## config.mk

```make
export PLATFORM = sky130hd
export DESIGN_NAME = tcc_timer
export DESIGN_NICKNAME = d
export VERILOG_FILES = /design/src/hw/tcc_pkg.sv /design/src/hw/tcc_edge_detect.sv /design/src/hw/tcc_prescaler.sv /design/src/hw/tcc_timer.sv
export VERILOG_INCLUDE_DIRS = /design/src /design/src/hw
export SDC_FILE = /design/constraint.sdc
export NUM_CORES = 1
export LEC_CHECK = 0
export ABC_AREA = 1
export BUFFER_PORTS_ARGS = -buffer_cell sky130_fd_sc_hd__buf_2
export CELL_PAD_IN_SITES_DETAIL_PLACEMENT = 1
export CELL_PAD_IN_SITES_GLOBAL_PLACEMENT = 1
export CORE_MARGIN = 5
export CORE_UTILIZATION = 38
export DETAILED_ROUTE_END_ITERATION = 10
export PLACE_DENSITY = 0.73
export SLEW_MARGIN = 10
export SYNTH_ARGS = -nofsm -noshare
export SYNTH_HDL_FRONTEND = slang
export SYNTH_SLANG_ARGS = --single-unit
```

## constraint.sdc

```tcl
create_clock -name core_clk -period 1.9 [get_ports core_clk]
set_clock_uncertainty 0.1 [all_clocks]
set_input_delay 0 -clock core_clk [delete_from_list [all_inputs] [get_ports core_clk]]
set_output_delay 0 -clock core_clk [all_outputs]
set_load 0.01 [all_outputs]
```

## src/hw/tcc_consts.svh

```systemverilog
// Constants of the capture/compare timer: register offsets, fields, resets.
// Assumes inclusion by bare name from hw/ design files.
`ifndef TCC_CONSTS_SVH
`define TCC_CONSTS_SVH

`define TCC_OFF_CTRL      8'h00
`define TCC_OFF_COUNT     8'h04
`define TCC_OFF_RELOAD    8'h08
`define TCC_OFF_CAPTURE   8'h0C
`define TCC_OFF_STATUS    8'h10
`define TCC_OFF_IRQ_EN    8'h14
`define TCC_OFF_IRQ_CLR   8'h18
`define TCC_OFF_STATE     8'h1C

`define TCC_CTRL_EN_BIT   0
`define TCC_CTRL_POL_BIT  1
`define TCC_CTRL_PRE_LSB  2
`define TCC_CTRL_PRE_MSB  4

`define TCC_STS_CAP_BIT   0
`define TCC_STS_CMP_BIT   1

`define TCC_COUNT_RESTART 16'h0001
`define TCC_RELOAD_RESET  16'hFFFF
`define TCC_COUNT_RESET   16'h0001

`endif

```

## src/hw/tcc_pkg.sv

```systemverilog
// Types of the capture/compare timer.
// Assumes nothing beyond a SystemVerilog compiler.
`default_nettype none
package tcc_pkg;
  typedef enum logic [2:0] {
    TCC_IDLE  = 3'b001,
    TCC_ARMED = 3'b010,
    TCC_RUN   = 3'b100
  } tcc_state_t;
endpackage
`default_nettype wire

```

## src/hw/tcc_edge_detect.sv

```systemverilog
// Edge detector for the timer input pin.
// Assumes the pin is synchronous to core_clk.
`default_nettype none
module tcc_edge_detect (
  input  wire logic core_clk,
  input  wire logic rst_n,
  input  wire logic pin,
  input  wire logic polarity,
  output logic      edge_hit
);
  logic pin_q;

  always_ff @(posedge core_clk or negedge rst_n) begin
    if (!rst_n) begin
      pin_q <= 1'b0;
    end else begin
      pin_q <= pin;
    end
  end

  // Pin only sampled for edges
  assign edge_hit = polarity ? (pin & ~pin_q) : (~pin & pin_q);
endmodule

```

## src/hw/tcc_prescaler.sv

```systemverilog
// Prescaler giving one tick per 2^pre system clock cycles.
// Assumes clr restarts the division when counting starts.
`default_nettype none
module tcc_prescaler (
  input  wire logic       core_clk,
  input  wire logic       rst_n,
  input  wire logic       clr,
  input  wire logic [2:0] pre,
  output logic            tick
);
  logic [6:0] div;
  wire  [6:0] div_last = 7'((8'h01 << pre) - 8'h01);

  assign tick = ~clr & (div == div_last);

  always_ff @(posedge core_clk or negedge rst_n) begin
    if (!rst_n) begin
      div <= 7'h00;
    end else if (clr || tick) begin
      div <= 7'h00;
    end else begin
      div <= div + 7'h01;
    end
  end
endmodule

```

## src/hw/tcc_timer.sv

```systemverilog
// Capture/compare timer top with AXI4-Lite register slave and interrupt.
// Assumes timer_in synchronous to core_clk and a single-beat AXI4-Lite master.
`default_nettype none
`include "tcc_consts.svh"
module tcc_timer (
  input  wire logic        core_clk,
  input  wire logic        rst_n,
  input  wire logic        timer_in,
  output logic             irq,
  input  wire logic [7:0]  s_axi_awaddr,
  input  wire logic        s_axi_awvalid,
  output logic             s_axi_awready,
  input  wire logic [31:0] s_axi_wdata,
  input  wire logic [3:0]  s_axi_wstrb,
  input  wire logic        s_axi_wvalid,
  output logic             s_axi_wready,
  output logic [1:0]       s_axi_bresp,
  output logic             s_axi_bvalid,
  input  wire logic        s_axi_bready,
  input  wire logic [7:0]  s_axi_araddr,
  input  wire logic        s_axi_arvalid,
  output logic             s_axi_arready,
  output logic [31:0]      s_axi_rdata,
  output logic [1:0]       s_axi_rresp,
  output logic             s_axi_rvalid,
  input  wire logic        s_axi_rready
);
  function automatic logic [15:0] merge16(input logic [15:0] old_v,
                                          input logic [31:0] d,
                                          input logic [3:0]  be);
    merge16 = {be[1] ? d[15:8] : old_v[15:8], be[0] ? d[7:0] : old_v[7:0]};
  endfunction

  tcc_pkg::tcc_state_t state;
  tcc_pkg::tcc_state_t next_state;
  logic [7:0]  ctrl;
  logic [15:0] count;
  logic [15:0] reload;
  logic [15:0] capture;
  logic [1:0]  status;
  logic [1:0]  irq_en;
  logic        aw_held;
  logic        w_held;
  logic [7:0]  aw_addr;
  logic [31:0] w_data;
  logic [3:0]  w_strb;

  wire en       = ctrl[`TCC_CTRL_EN_BIT];
  wire polarity = ctrl[`TCC_CTRL_POL_BIT];
  wire [2:0] pre = ctrl[`TCC_CTRL_PRE_MSB:`TCC_CTRL_PRE_LSB];
  wire edge_hit;
  wire tick;

  tcc_edge_detect u_edge (
    .core_clk (core_clk),
    .rst_n    (rst_n),
    .pin      (timer_in),
    .polarity (polarity),
    .edge_hit (edge_hit)
  );

  tcc_prescaler u_pre (
    .core_clk (core_clk),
    .rst_n    (rst_n),
    .clr      (state != tcc_pkg::TCC_RUN),
    .pre      (pre),
    .tick     (tick)
  );

  // Write channel: address and data accepted in either order
  assign s_axi_awready = ~aw_held & ~s_axi_bvalid;
  assign s_axi_wready  = ~w_held & ~s_axi_bvalid;
  wire aw_fire = s_axi_awvalid & s_axi_awready;
  wire w_fire  = s_axi_wvalid & s_axi_wready;
  wire have_aw = aw_held | aw_fire;
  wire have_w  = w_held | w_fire;
  wire wr_go   = have_aw & have_w;
  wire [7:0]  wr_addr = aw_held ? aw_addr : s_axi_awaddr;
  wire [31:0] wr_data = w_held ? w_data : s_axi_wdata;
  wire [3:0]  wr_strb = w_held ? w_strb : s_axi_wstrb;
  wire wr_ctrl   = wr_go & (wr_addr == `TCC_OFF_CTRL);
  wire wr_count  = wr_go & (wr_addr == `TCC_OFF_COUNT);
  wire wr_reload = wr_go & (wr_addr == `TCC_OFF_RELOAD);
  wire wr_irq_en = wr_go & (wr_addr == `TCC_OFF_IRQ_EN);
  wire wr_clr    = wr_go & (wr_addr == `TCC_OFF_IRQ_CLR);
  wire wr_known  = wr_ctrl | wr_count | wr_reload | wr_irq_en | wr_clr;

  always_ff @(posedge core_clk or negedge rst_n) begin
    if (!rst_n) begin
      aw_held <= 1'b0;
      w_held  <= 1'b0;
      aw_addr <= 8'h00;
      w_data  <= 32'h0000_0000;
      w_strb  <= 4'h0;
    end else begin
      aw_held <= have_aw & ~wr_go;
      w_held  <= have_w & ~wr_go;
      if (aw_fire) aw_addr <= s_axi_awaddr;
      if (w_fire) begin
        w_data <= s_axi_wdata;
        w_strb <= s_axi_wstrb;
      end
    end
  end

  always_ff @(posedge core_clk or negedge rst_n) begin
    if (!rst_n) begin
      s_axi_bvalid <= 1'b0;
      s_axi_bresp  <= 2'h0;
    end else if (wr_go) begin
      s_axi_bvalid <= 1'b1;
      s_axi_bresp  <= wr_known ? 2'h0 : 2'h2;
    end else if (s_axi_bready) begin
      s_axi_bvalid <= 1'b0;
    end
  end

  // Timer core
  wire running   = state == tcc_pkg::TCC_RUN;
  wire cap_event = running & edge_hit;
  wire cmp_event = running & tick & (count == reload);
  wire cmp_only  = cmp_event & ~cap_event;
  wire start_hit = (state == tcc_pkg::TCC_ARMED) & edge_hit;

  always_comb begin
    next_state = state;
    case (state)
      tcc_pkg::TCC_IDLE:  if (en) next_state = tcc_pkg::TCC_ARMED;
      tcc_pkg::TCC_ARMED: if (!en) next_state = tcc_pkg::TCC_IDLE;
                          else if (edge_hit) next_state = tcc_pkg::TCC_RUN;
      tcc_pkg::TCC_RUN:   if (!en) next_state = tcc_pkg::TCC_IDLE;
      default:            next_state = tcc_pkg::TCC_IDLE;
    endcase
  end

  always_ff @(posedge core_clk or negedge rst_n) begin
    if (!rst_n) begin
      state  <= tcc_pkg::TCC_IDLE;
      ctrl   <= 8'h00;
      reload <= `TCC_RELOAD_RESET;
      irq_en <= 2'h0;
    end else begin
      state <= next_state;
      if (wr_ctrl) ctrl <= wr_strb[0] ? wr_data[7:0] : ctrl;
      if (wr_reload) reload <= merge16(reload, wr_data, wr_strb);
      if (wr_irq_en && wr_strb[0]) irq_en <= wr_data[1:0];
    end
  end

  // Hardware restarts win over a software count write in the same cycle
  always_ff @(posedge core_clk or negedge rst_n) begin
    if (!rst_n) begin
      count <= `TCC_COUNT_RESET;
    end else if (cap_event || cmp_only) begin
      count <= `TCC_COUNT_RESTART;
    end else if (running && tick) begin
      count <= count + 16'h0001;
    end else if (wr_count) begin
      count <= merge16(count, wr_data, wr_strb);
    end
  end

  always_ff @(posedge core_clk or negedge rst_n) begin
    if (!rst_n) begin
      capture <= 16'h0000;
    end else if (cap_event) begin
      capture <= count;
    end
  end

  // Sticky status: set beats clear
  wire [1:0] set_bits = {cmp_only, cap_event};
  wire [1:0] clr_bits = (wr_clr && wr_strb[0]) ? wr_data[1:0] : 2'h0;

  always_ff @(posedge core_clk or negedge rst_n) begin
    if (!rst_n) begin
      status <= 2'h0;
    end else begin
      status <= (status & ~clr_bits) | set_bits;
    end
  end

  assign irq = |(status & irq_en);

  // Read channel
  wire [7:0] rd_addr = s_axi_araddr;
  wire rd_hit = (rd_addr == `TCC_OFF_CTRL) | (rd_addr == `TCC_OFF_COUNT) |
                (rd_addr == `TCC_OFF_RELOAD) | (rd_addr == `TCC_OFF_CAPTURE) |
                (rd_addr == `TCC_OFF_STATUS) | (rd_addr == `TCC_OFF_IRQ_EN) |
                (rd_addr == `TCC_OFF_IRQ_CLR) | (rd_addr == `TCC_OFF_STATE);
  wire [31:0] rd_val =
      (rd_addr == `TCC_OFF_CTRL)    ? {24'h000000, ctrl} :
      (rd_addr == `TCC_OFF_COUNT)   ? {16'h0000, count} :
      (rd_addr == `TCC_OFF_RELOAD)  ? {16'h0000, reload} :
      (rd_addr == `TCC_OFF_CAPTURE) ? {16'h0000, capture} :
      (rd_addr == `TCC_OFF_STATUS)  ? {30'h00000000, status} :
      (rd_addr == `TCC_OFF_IRQ_EN)  ? {30'h00000000, irq_en} :
      (rd_addr == `TCC_OFF_STATE)   ? {29'h00000000, state} : 32'h0000_0000;

  assign s_axi_arready = ~s_axi_rvalid;

  always_ff @(posedge core_clk or negedge rst_n) begin
    if (!rst_n) begin
      s_axi_rvalid <= 1'b0;
      s_axi_rdata  <= 32'h0000_0000;
      s_axi_rresp  <= 2'h0;
    end else if (s_axi_arvalid && s_axi_arready) begin
      s_axi_rvalid <= 1'b1;
      s_axi_rdata  <= rd_val;
      s_axi_rresp  <= rd_hit ? 2'h0 : 2'h2;
    end else if (s_axi_rready) begin
      s_axi_rvalid <= 1'b0;
    end
  end

  // Assertions: timer core
  AST_START_NO_IRQ: assert property (@(posedge core_clk) disable iff (!rst_n)
    start_hit |=> status == ($past(status) & ~$past(clr_bits)))
    else $error("Start edge changed status");
  AST_HOLD_ARMED: assert property (@(posedge core_clk) disable iff (!rst_n)
    (state == tcc_pkg::TCC_ARMED) && !wr_count |=> count == $past(count))
    else $error("Count moved before start edge");
  AST_IDLE_HOLD: assert property (@(posedge core_clk) disable iff (!rst_n)
    (state == tcc_pkg::TCC_IDLE) && !wr_count |=> count == $past(count))
    else $error("Count moved while disabled");
  AST_NO_FLAG_STOPPED: assert property (@(posedge core_clk) disable iff (!rst_n)
    !running |-> set_bits == 2'h0)
    else $error("Flag raised while not counting");
  AST_START_RUN: assert property (@(posedge core_clk) disable iff (!rst_n)
    start_hit && en |=> running)
    else $error("Start edge did not start counting");
  AST_DISABLE_STOP: assert property (@(posedge core_clk) disable iff (!rst_n)
    !en && state != tcc_pkg::TCC_IDLE |=> state == tcc_pkg::TCC_IDLE)
    else $error("Disable did not stop timer");
  AST_STATE_ONEHOT: assert property (@(posedge core_clk) disable iff (!rst_n)
    $onehot(state))
    else $error("State not one-hot");
  AST_POLARITY: assert property (@(posedge core_clk) disable iff (!rst_n)
    edge_hit |-> (timer_in == polarity))
    else $error("Edge of wrong polarity");
  AST_NO_TICK_STOPPED: assert property (@(posedge core_clk) disable iff (!rst_n)
    !running |-> !tick)
    else $error("Tick while not counting");
  AST_CAPTURE: assert property (@(posedge core_clk) disable iff (!rst_n)
    cap_event |=> capture == $past(count))
    else $error("Capture value wrong");
  AST_CAPTURE_HOLD: assert property (@(posedge core_clk) disable iff (!rst_n)
    !cap_event |=> $stable(capture))
    else $error("Capture changed without edge");
  AST_CAP_RESTART: assert property (@(posedge core_clk) disable iff (!rst_n)
    cap_event |=> count == 16'h0001 && status[`TCC_STS_CAP_BIT])
    else $error("Capture did not restart count");
  AST_IRQ_CAPTURE: assert property (@(posedge core_clk) disable iff (!rst_n)
    cap_event && irq_en[0] && !wr_irq_en |=> irq)
    else $error("Capture raised no interrupt");
  AST_NO_SKIP: assert property (@(posedge core_clk) disable iff (!rst_n)
    running && tick && count != reload && !cap_event |=> count == $past(count) + 16'h0001)
    else $error("Count did not step");
  AST_RELOAD_HOLD: assert property (@(posedge core_clk) disable iff (!rst_n)
    !wr_reload |=> $stable(reload))
    else $error("Compare value changed without write");
  AST_CMP_RESTART: assert property (@(posedge core_clk) disable iff (!rst_n)
    cmp_only |=> count == 16'h0001 && status[`TCC_STS_CMP_BIT])
    else $error("Compare did not restart count");
  AST_IRQ_COMPARE: assert property (@(posedge core_clk) disable iff (!rst_n)
    cmp_only && irq_en[1] && !wr_irq_en |=> irq)
    else $error("Compare raised no interrupt");
  AST_TICK_RATE: assert property (@(posedge core_clk) disable iff (!rst_n)
    tick && pre == 3'h1 && running ##1 running && $stable(pre) |-> !tick)
    else $error("Prescale ticked too soon");
  AST_TICK_EVERY: assert property (@(posedge core_clk) disable iff (!rst_n)
    tick && pre == 3'h0 ##1 running && pre == 3'h0 |-> tick)
    else $error("Undivided clock missed a tick");
  AST_COUNT_WAITS: assert property (@(posedge core_clk) disable iff (!rst_n)
    running && !tick && !cap_event && !wr_count |=> $stable(count))
    else $error("Count moved between ticks");
  AST_BOTH_CAPTURE: assert property (@(posedge core_clk) disable iff (!rst_n)
    cap_event && cmp_event |=> !status[`TCC_STS_CMP_BIT] || $past(status[1]))
    else $error("Coincident events both flagged");

  // Assertions: register bus handshake
  AST_BVALID_HOLD: assert property (@(posedge core_clk) disable iff (!rst_n)
    s_axi_bvalid && !s_axi_bready |=> s_axi_bvalid && $stable(s_axi_bresp))
    else $error("Write response dropped early");
  AST_RVALID_HOLD: assert property (@(posedge core_clk) disable iff (!rst_n)
    s_axi_rvalid && !s_axi_rready
      |=> s_axi_rvalid && $stable(s_axi_rdata) && $stable(s_axi_rresp))
    else $error("Read response dropped early");
  AST_WR_ANSWER: assert property (@(posedge core_clk) disable iff (!rst_n)
    wr_go |=> s_axi_bvalid)
    else $error("Write not answered");
  AST_RD_ANSWER: assert property (@(posedge core_clk) disable iff (!rst_n)
    s_axi_arvalid && s_axi_arready |=> s_axi_rvalid)
    else $error("Read not answered");
  AST_BUSY_REFUSE: assert property (@(posedge core_clk) disable iff (!rst_n)
    s_axi_bvalid |-> !s_axi_awready && !s_axi_wready)
    else $error("Write taken during response");
  AST_AW_HELD_REFUSE: assert property (@(posedge core_clk) disable iff (!rst_n)
    aw_held |-> !s_axi_awready)
    else $error("Second address taken");
  AST_CTRL_OKAY: assert property (@(posedge core_clk) disable iff (!rst_n)
    wr_ctrl |=> s_axi_bvalid && s_axi_bresp == 2'h0)
    else $error("Control write not okay");
  AST_BRESP_UNMAPPED: assert property (@(posedge core_clk) disable iff (!rst_n)
    wr_go && !wr_known |=> s_axi_bresp == 2'h2)
    else $error("Unmapped write not refused");
endmodule
`default_nettype wire

```

# --- Word level (Yosys, flattened, before mapping) ---
# Index checks and enable logic that the tools add are counted.
word_totals:
  register_bits: 137
  inputBits: 60
  output_inout_bits: 42
  word_cells: 139
classes:
  n_addsub: 3
  eq_ne: 20
  shift: 1
  mux: 29
  bitwise: 45
  reduce_logical: 20
ops:
  columns: ["cell", "count"]
  rows:
  - ["$mux 16", 8]
  - ["$eq 8x5->1 const B", 6]
  - ["$eq 8x4->1 const B", 3]
  - ["$mux 8", 3]
  - ["$mux 3", 7]
  - ["$and 1x1->1", 19]
  - ["$add 16x1->16 const B", 1]
  - ["$eq 16x16->1", 1]
  - ["$eq 8x3->1 const B", 2]
  - ["$logic_not 8->1", 2]
  - ["$or 1x1->1", 13]
  - ["$reduce_and 2->1", 5]
  - ["$not 1->1", 9]
  - ["$pmux 3 s3", 1]
  - ["$reduce_bool 3->1", 3]
  - ["$mux 2", 4]
  - ["$add 7x1->7 const B", 1]
  - ["$eq 7x7->1", 1]
  - ["$mux 7", 1]
  - ["$shl 1x3->7 const A", 1]
  - ["$sub 7x1->7 const B", 1]
  - ["$ne 3x3->1 const B", 2]
  - ["$mux 1", 5]
  - ["$and 2x2->2", 2]
  - ["11 further kinds", 17]

# --- Longest topological paths before layout ---
logic_depth:
  ltp_word: 11
  ltp_mapped: 14
  ltp_nobuf: 13

# --- By module ---
# A second synthesis with hierarchy kept.
unflattened:
  cells_unflattened: 922
  hier_area_um2: 6759.0
modules_own_cells:
  columns: ["mod", "instances", "cells_each", "area_per_inst_um2", "seq_area_each_um2"]
  rows:
  - ["tcc_timer", 1, 845, 6202.2, 2800.2]
  - ["tcc_prescaler", 1, 70, 506.7, 175.2]
  - ["tcc_edge_detect", 1, 7, 50.0, 25.0]

# --- Worst setup path before layout ---
# OpenSTA, ideal clock, no wires.
synth_path:
  path_kind: "reg2reg"
  start: "register s_axi_bvalid"
  end: "register count[10]"
  setup_time_ns: 0.117
  arrival_ns: 1.659
  required_ns: 1.683
  path_slack_ns: 0.024
  path_stages_with_launch: 13
  n_path_buf: 0
  period_less_slack_ns: 1.876
  cell_sequence: "dfrtp_1 -> nor2_2 -> nand2_2 -> nand2_1 -> nand2_4 -> nor2_8 -> nand2_1 -> nand2_2 -> nand2_1 -> nand2_4 -> inv_2 -> nand2_1 -> nand2_1"
synth_between:
  elab_chain_cells: 8
  elab_cells_between_ends: 11
  cone_classes: "bitwise: 9; reduce/logical: 2"
synth_lines:
  columns: ["element", "line_no", "rtl"]
  rows:
  - ["from (decl)", "tcc_timer.sv:18", "output logic s_axi_bvalid,"]
  - ["from (signal assigned)", "tcc_timer.sv:108", "s_axi_bvalid <= 1'b0;"]
  - ["from (signal assigned)", "tcc_timer.sv:111", "s_axi_bvalid <= 1'b1;"]
  - ["from (signal assigned)", "tcc_timer.sv:114", "s_axi_bvalid <= 1'b0;"]
  - ["$not 1->1", "tcc_timer.sv:71", "assign s_axi_awready = ~aw_held & ~s_axi_bvalid;"]
  - ["$and 1x1->1", "tcc_timer.sv:71", null]
  - ["named net s_axi_awready", "tcc_timer.sv:12", "output logic s_axi_awready,"]
  - ["$and 1x1->1", "tcc_timer.sv:73", "wire aw_fire = s_axi_awvalid & s_axi_awready;"]
  - ["$or 1x1->1", "tcc_timer.sv:75", "wire have_aw = aw_held | aw_fire;"]
  - ["$and 1x1->1", "tcc_timer.sv:77", "wire wr_go = have_aw & have_w;"]
  - ["$and 1x1->1", "tcc_timer.sv:82", "wire wr_count = wr_go & (wr_addr == `TCC_OFF_COUNT);"]
  - ["$reduce_bool 3->1 (no source line)", null, null]
  - ["$reduce_and 2->1 (no source line)", null, null]
  - ["to (signal assigned)", "tcc_timer.sv:153", "count <= `TCC_COUNT_RESET;"]
  - ["to (signal assigned)", "tcc_timer.sv:155", "count <= `TCC_COUNT_RESTART;"]
  - ["to (signal assigned)", "tcc_timer.sv:157", "count <= count + 16'h0001;"]
  - ["to (decl)", "tcc_timer.sv:37", "logic [15:0] count;"]
# The timed path passes the listed nets, and every way through them passes these cells.
# A chain may end at the register's enable or synchronous reset.

# --- Worst setup path after layout ---
layout_path:
  start: "register ctrl[3]"
  end: "register count[6]"
layout_between:
  elab_chain_cells: 10
  elab_cells_between_ends: 14
  cone_classes: "add/sub: 1; eq/ne: 1; shift: 1; mux: 2; bitwise: 4; reduce/logical: 5"
layout_lines:
  columns: ["element", "line_no", "rtl"]
  rows:
  - ["from (decl)", "tcc_timer.sv:36", "logic [7:0] ctrl;"]
  - ["from (signal assigned)", "tcc_timer.sv:144", "if (wr_ctrl) ctrl <= wr_strb[0] ? wr_data[7:0] : ctrl;"]
  - ["$shl 1x3->7 *", "tcc_prescaler.sv:12", "wire [6:0] div_last = 7'((8'h01 << pre) - 8'h01);"]
  - ["$sub 7x1->7 *", "tcc_prescaler.sv:12", null]
  - ["$eq 7x7->1 *", "tcc_prescaler.sv:14", "assign tick = ~clr & (div == div_last);"]
  - ["$and 1x1->1 *", "tcc_prescaler.sv:14", null]
  - ["$and 1x1->1 (2 in series)", "tcc_timer.sv:121", "wire cmp_event = running & tick & (count == reload);"]
  - ["$and 1x1->1", "tcc_timer.sv:122", "wire cmp_only = cmp_event & ~cap_event;"]
  - ["$logic_or 1x1->1", "tcc_timer.sv:154", "end else if (cap_event || cmp_only) begin"]
  - ["$reduce_bool 3->1 (no source line)", null, null]
  - ["$reduce_and 2->1 (no source line)", null, null]
# Every way passes the cells marked *; elsewhere a longest branch is shown, timed or not.

==> metrics <==
status completed; Synth area leaders dfrtp_1 (38%), nand2_1 (17%), dfstp_2 (7.1%), o21ai_0 (6.5%), inv_1 (4.8%); Via-to-Cell Ratio 4.90; register area share after synthesis 0.450; Cell Pwr Density 1040 nW/µm²; LEAKAGE 0.00457 µW; Synth Warn # 0; library cells used by synthesis 40; P_sw 2920 µW; slew of the pin with the lowest slew margin 544 ps; Period minus WS final 1870 ps; Clock Latency Late Sink 420 ps; crit-path max cell delay 470 ps; crit-path max FO 19; Post-synth EDFFs 0; Final period util 0.984; critical-path cell list nor2_4, nand3b_1, nand2_1, nand2_1, nor2_4, nand3_2, buf_12, inv_2, o21ai_0, nand3_1, nand2_1; Cells after Synth 890; GRT overflow 0; Pint 6300 µW; Seq cells post-synth 119; number of antenna violations at the first check in global routing 0; top cells by count, synth nand2_1 (303), dfrtp_1 (101), o21ai_0 (87), inv_1 (86), nor2_1 (51); Final Hold Viols 0; TritonCTS Sinks 119; CP dominant cell by count nand2_1; HPWL Detailed 14000 µm; WP data required 2110 ps; first-pass GRT wire length 33300 µm; DRT iter0 DRCs 268; Fillers 2166; share of post-route cells with drive strength above 1 0.218; input/output buffers 65; DP Cell Count 1200; FFs w/ async S/R, synth 1.00; MaxCap Viol Count 0; Yosys top cell by area dfrtp_1; IO Pins 102; Die X 143 µm; DR WL/cell 15.6 µm; Final Net Count 1110; Synth Flop Type dfrtp_1; H-tree depth 4; Final GP Congestion 0.805; initial cell density of the core 0.387; Crit path arrival time 2080 ps; Crit Path Category register to register; Via Count 6299; Max Root-Sink Buffers 2; post-route ant nets 0; Final setup violation count 0; maximum VDD drop 832 µV; count leader, synth nand2_1; post-route setup TNS 0 ps; core area 17200 µm²; CP Capture Type register; Cell Count, Final, Fillers Out 1286; clock power share 0.375; slowest cell on the critical path dfrtp_2; die area 20300 µm²; DRC errors left 0; Area growth, synth to finish 32.3%; Logic pwr share 0.265; Max Fclk 535 MHz; CTS Root Cell clkbuf_16; Clock transition at path regs 60 ps; Rows 48; Avg Inst Size Synth 7.50 µm²; Reg power frac 0.360; drt first pass iters 4; Final Routed Wirelength 20100 µm; RSZ-0062 raised after global routing true; Worst setup SP type register; Tot Pwr 9220 µW; relative slew slack 0.634; Inserted Diodes 0; min-delay worst type input port to register; die height 143 µm; CTS tree built; GRT Total Usage 0.204; Num CTS Buffers 17; Post-Syn Area 6670 µm²; area share of the largest cell type after synthesis 0.379; Sw Ratio 0.317; Max Transition Viols Final 0; largest net degree at the start of global routing 47; vias in the first global route 6577
==> per-stage QoR <==
stage	instance area, µm²	util	setup slack [ps]	hold WS, ps
floorplan	6740	-	23.6	-396
global placement	7550	0.438	17.6	-102
detailed placement	7550	0.438	-30.6	-102
CTS	8690	0.504	8.36	49.6
global route	8830	0.512	-91.0	114
finish	8830	0.512	30.7	86.1
==> final cells by class <==
class,instances,area (µm²),area share
Multi-Input combinational cell,643,3190,0.361
Sequential cell,119,3010,0.341
Timing Repair Buffer,175,1380,0.156
Clock buffer,22,444,0.0503
Inverter,92,348,0.0394
Tap cell,225,282,0.0319
Clock inverter,10,178,0.0201
==> layer usage <==
layer	part of all wire	global-route usage	vias to the layer above
li1	-	-	3122
met2	0.47	0.329	112
met3	0.035	0.0380	21
met5	0	0	-
met4	0.012	0.0530	0
met1	0.48	0.285	3044
==> state kept, by name, indices dropped and copies added, names as in the netlist, 7 cells and up <==
signal       count
w_data          16
ctrl             8
reload          16
u_pre.div        7
aw_addr          8
s_axi_rdata     16
capture         16
count           16
==> placed cells by master, fill, tap and decap left out, drive strengths merged <==
| master | count |
|---|---|
| nand2 | 310 |
| buf | 128 |
| o21ai | 104 |
| dfrtp | 101 |
| inv | 92 |
| nor2 | 59 |
| dlygate4sd3 | 47 |
| nand3 | 47 |
| a21oi | 23 |
| xor2 | 23 |
| clkbuf | 22 |
| nand4 | 20 |
| conb | 18 |
| dfstp | 18 |
| mux2 | 10 |
| nor3 | 7 |
| bufinv | 5 |
| o211ai | 4 |
| clkinv | 4 |
| or2 | 3 |
| nand3b | 3 |
| nor3b | 3 |
| o31ai | 2 |
| o2111ai | 2 |
| ha | 2 |
| a21o | 1 |
| xnor2 | 1 |
| and3 | 1 |
| clkinvlp | 1 |
==> cell families (layout without fill, tap and decap cells) <==
| kind of cell | Yosys count | after routing | share of synthesized area |
|---|---|---|---|
| AND/OR/NAND/NOR | 453 | 453 | 0.295 |
| buffers and inverters | 145 | 299 | 0.0975 |
| AO/OA/AOI/OAI | 136 | 136 | 0.106 |
| flip-flops | 119 | 119 | 0.450 |
| XOR/XNOR | 24 | 24 | 0.0315 |
| multiplexers | 10 | 10 | 0.0169 |
| adder cells (fa/ha/maj) | 2 | 2 | 0.00375 |
| other | 1 | 18 | 0.000562 |
==> worst max-delay path: cells and delay by family (launching register included) <==
family                 cells  cell delay (ps)
buffers and inverters      2              290
flip-flops                 1              470
AND/OR/NAND/NOR            8              800
AO/OA/AOI/OAI              1              110
==> power by group through the flow <==
stage / combinational (µW) / clock, µW / sequential [µW]
final: 2440 / 3460 / 3320
after global routing: 2730 / 3660 / 3370
after CTS: 2310 / 3530 / 3290
after detailed placement: 2070 / 0 / 3320
after global placement: 2000 / 0 / 3300
after floorplan: 1390 / 0 / 3230
==> worst paths after layout <==
path | startpoint | to | slack (ps) | cells after the start
setup reg to reg | ctrl[3]$_DFFE_PN0P_ | count[6]$_DFFE_PN0P_ | 30 | 11
setup / recovery | ctrl[3]$_DFFE_PN0P_ | count[6]$_DFFE_PN0P_ | 30 | 11
hold reg to reg | s_axi_rdata[5]$_DFFE_PN0P_ | s_axi_rdata[5]$_DFFE_PN0P_ | 370 | 2
min in group asynchronous | rst_n | reload[8]$_DFFE_PN1P_ | 110 | 2
hold / removal | s_axi_araddr[4] | s_axi_rdata[1]$_DFFE_PN0P_ | 90 | 7
max in group asynchronous | rst_n | state[0]$_DFFE_PN1P_ | 1270 | 3
==> repair_timing <==
action                     4_1_cts  5_1_grt
setup endpoints to repair       25       58
hold buffers                    49        0
pin swaps                        0        7
gates resized for setup          7       32
buffers inserted                 0        6
hold endpoints to repair       157        0
No activity file was read; power rests on OpenSTA's default activity.
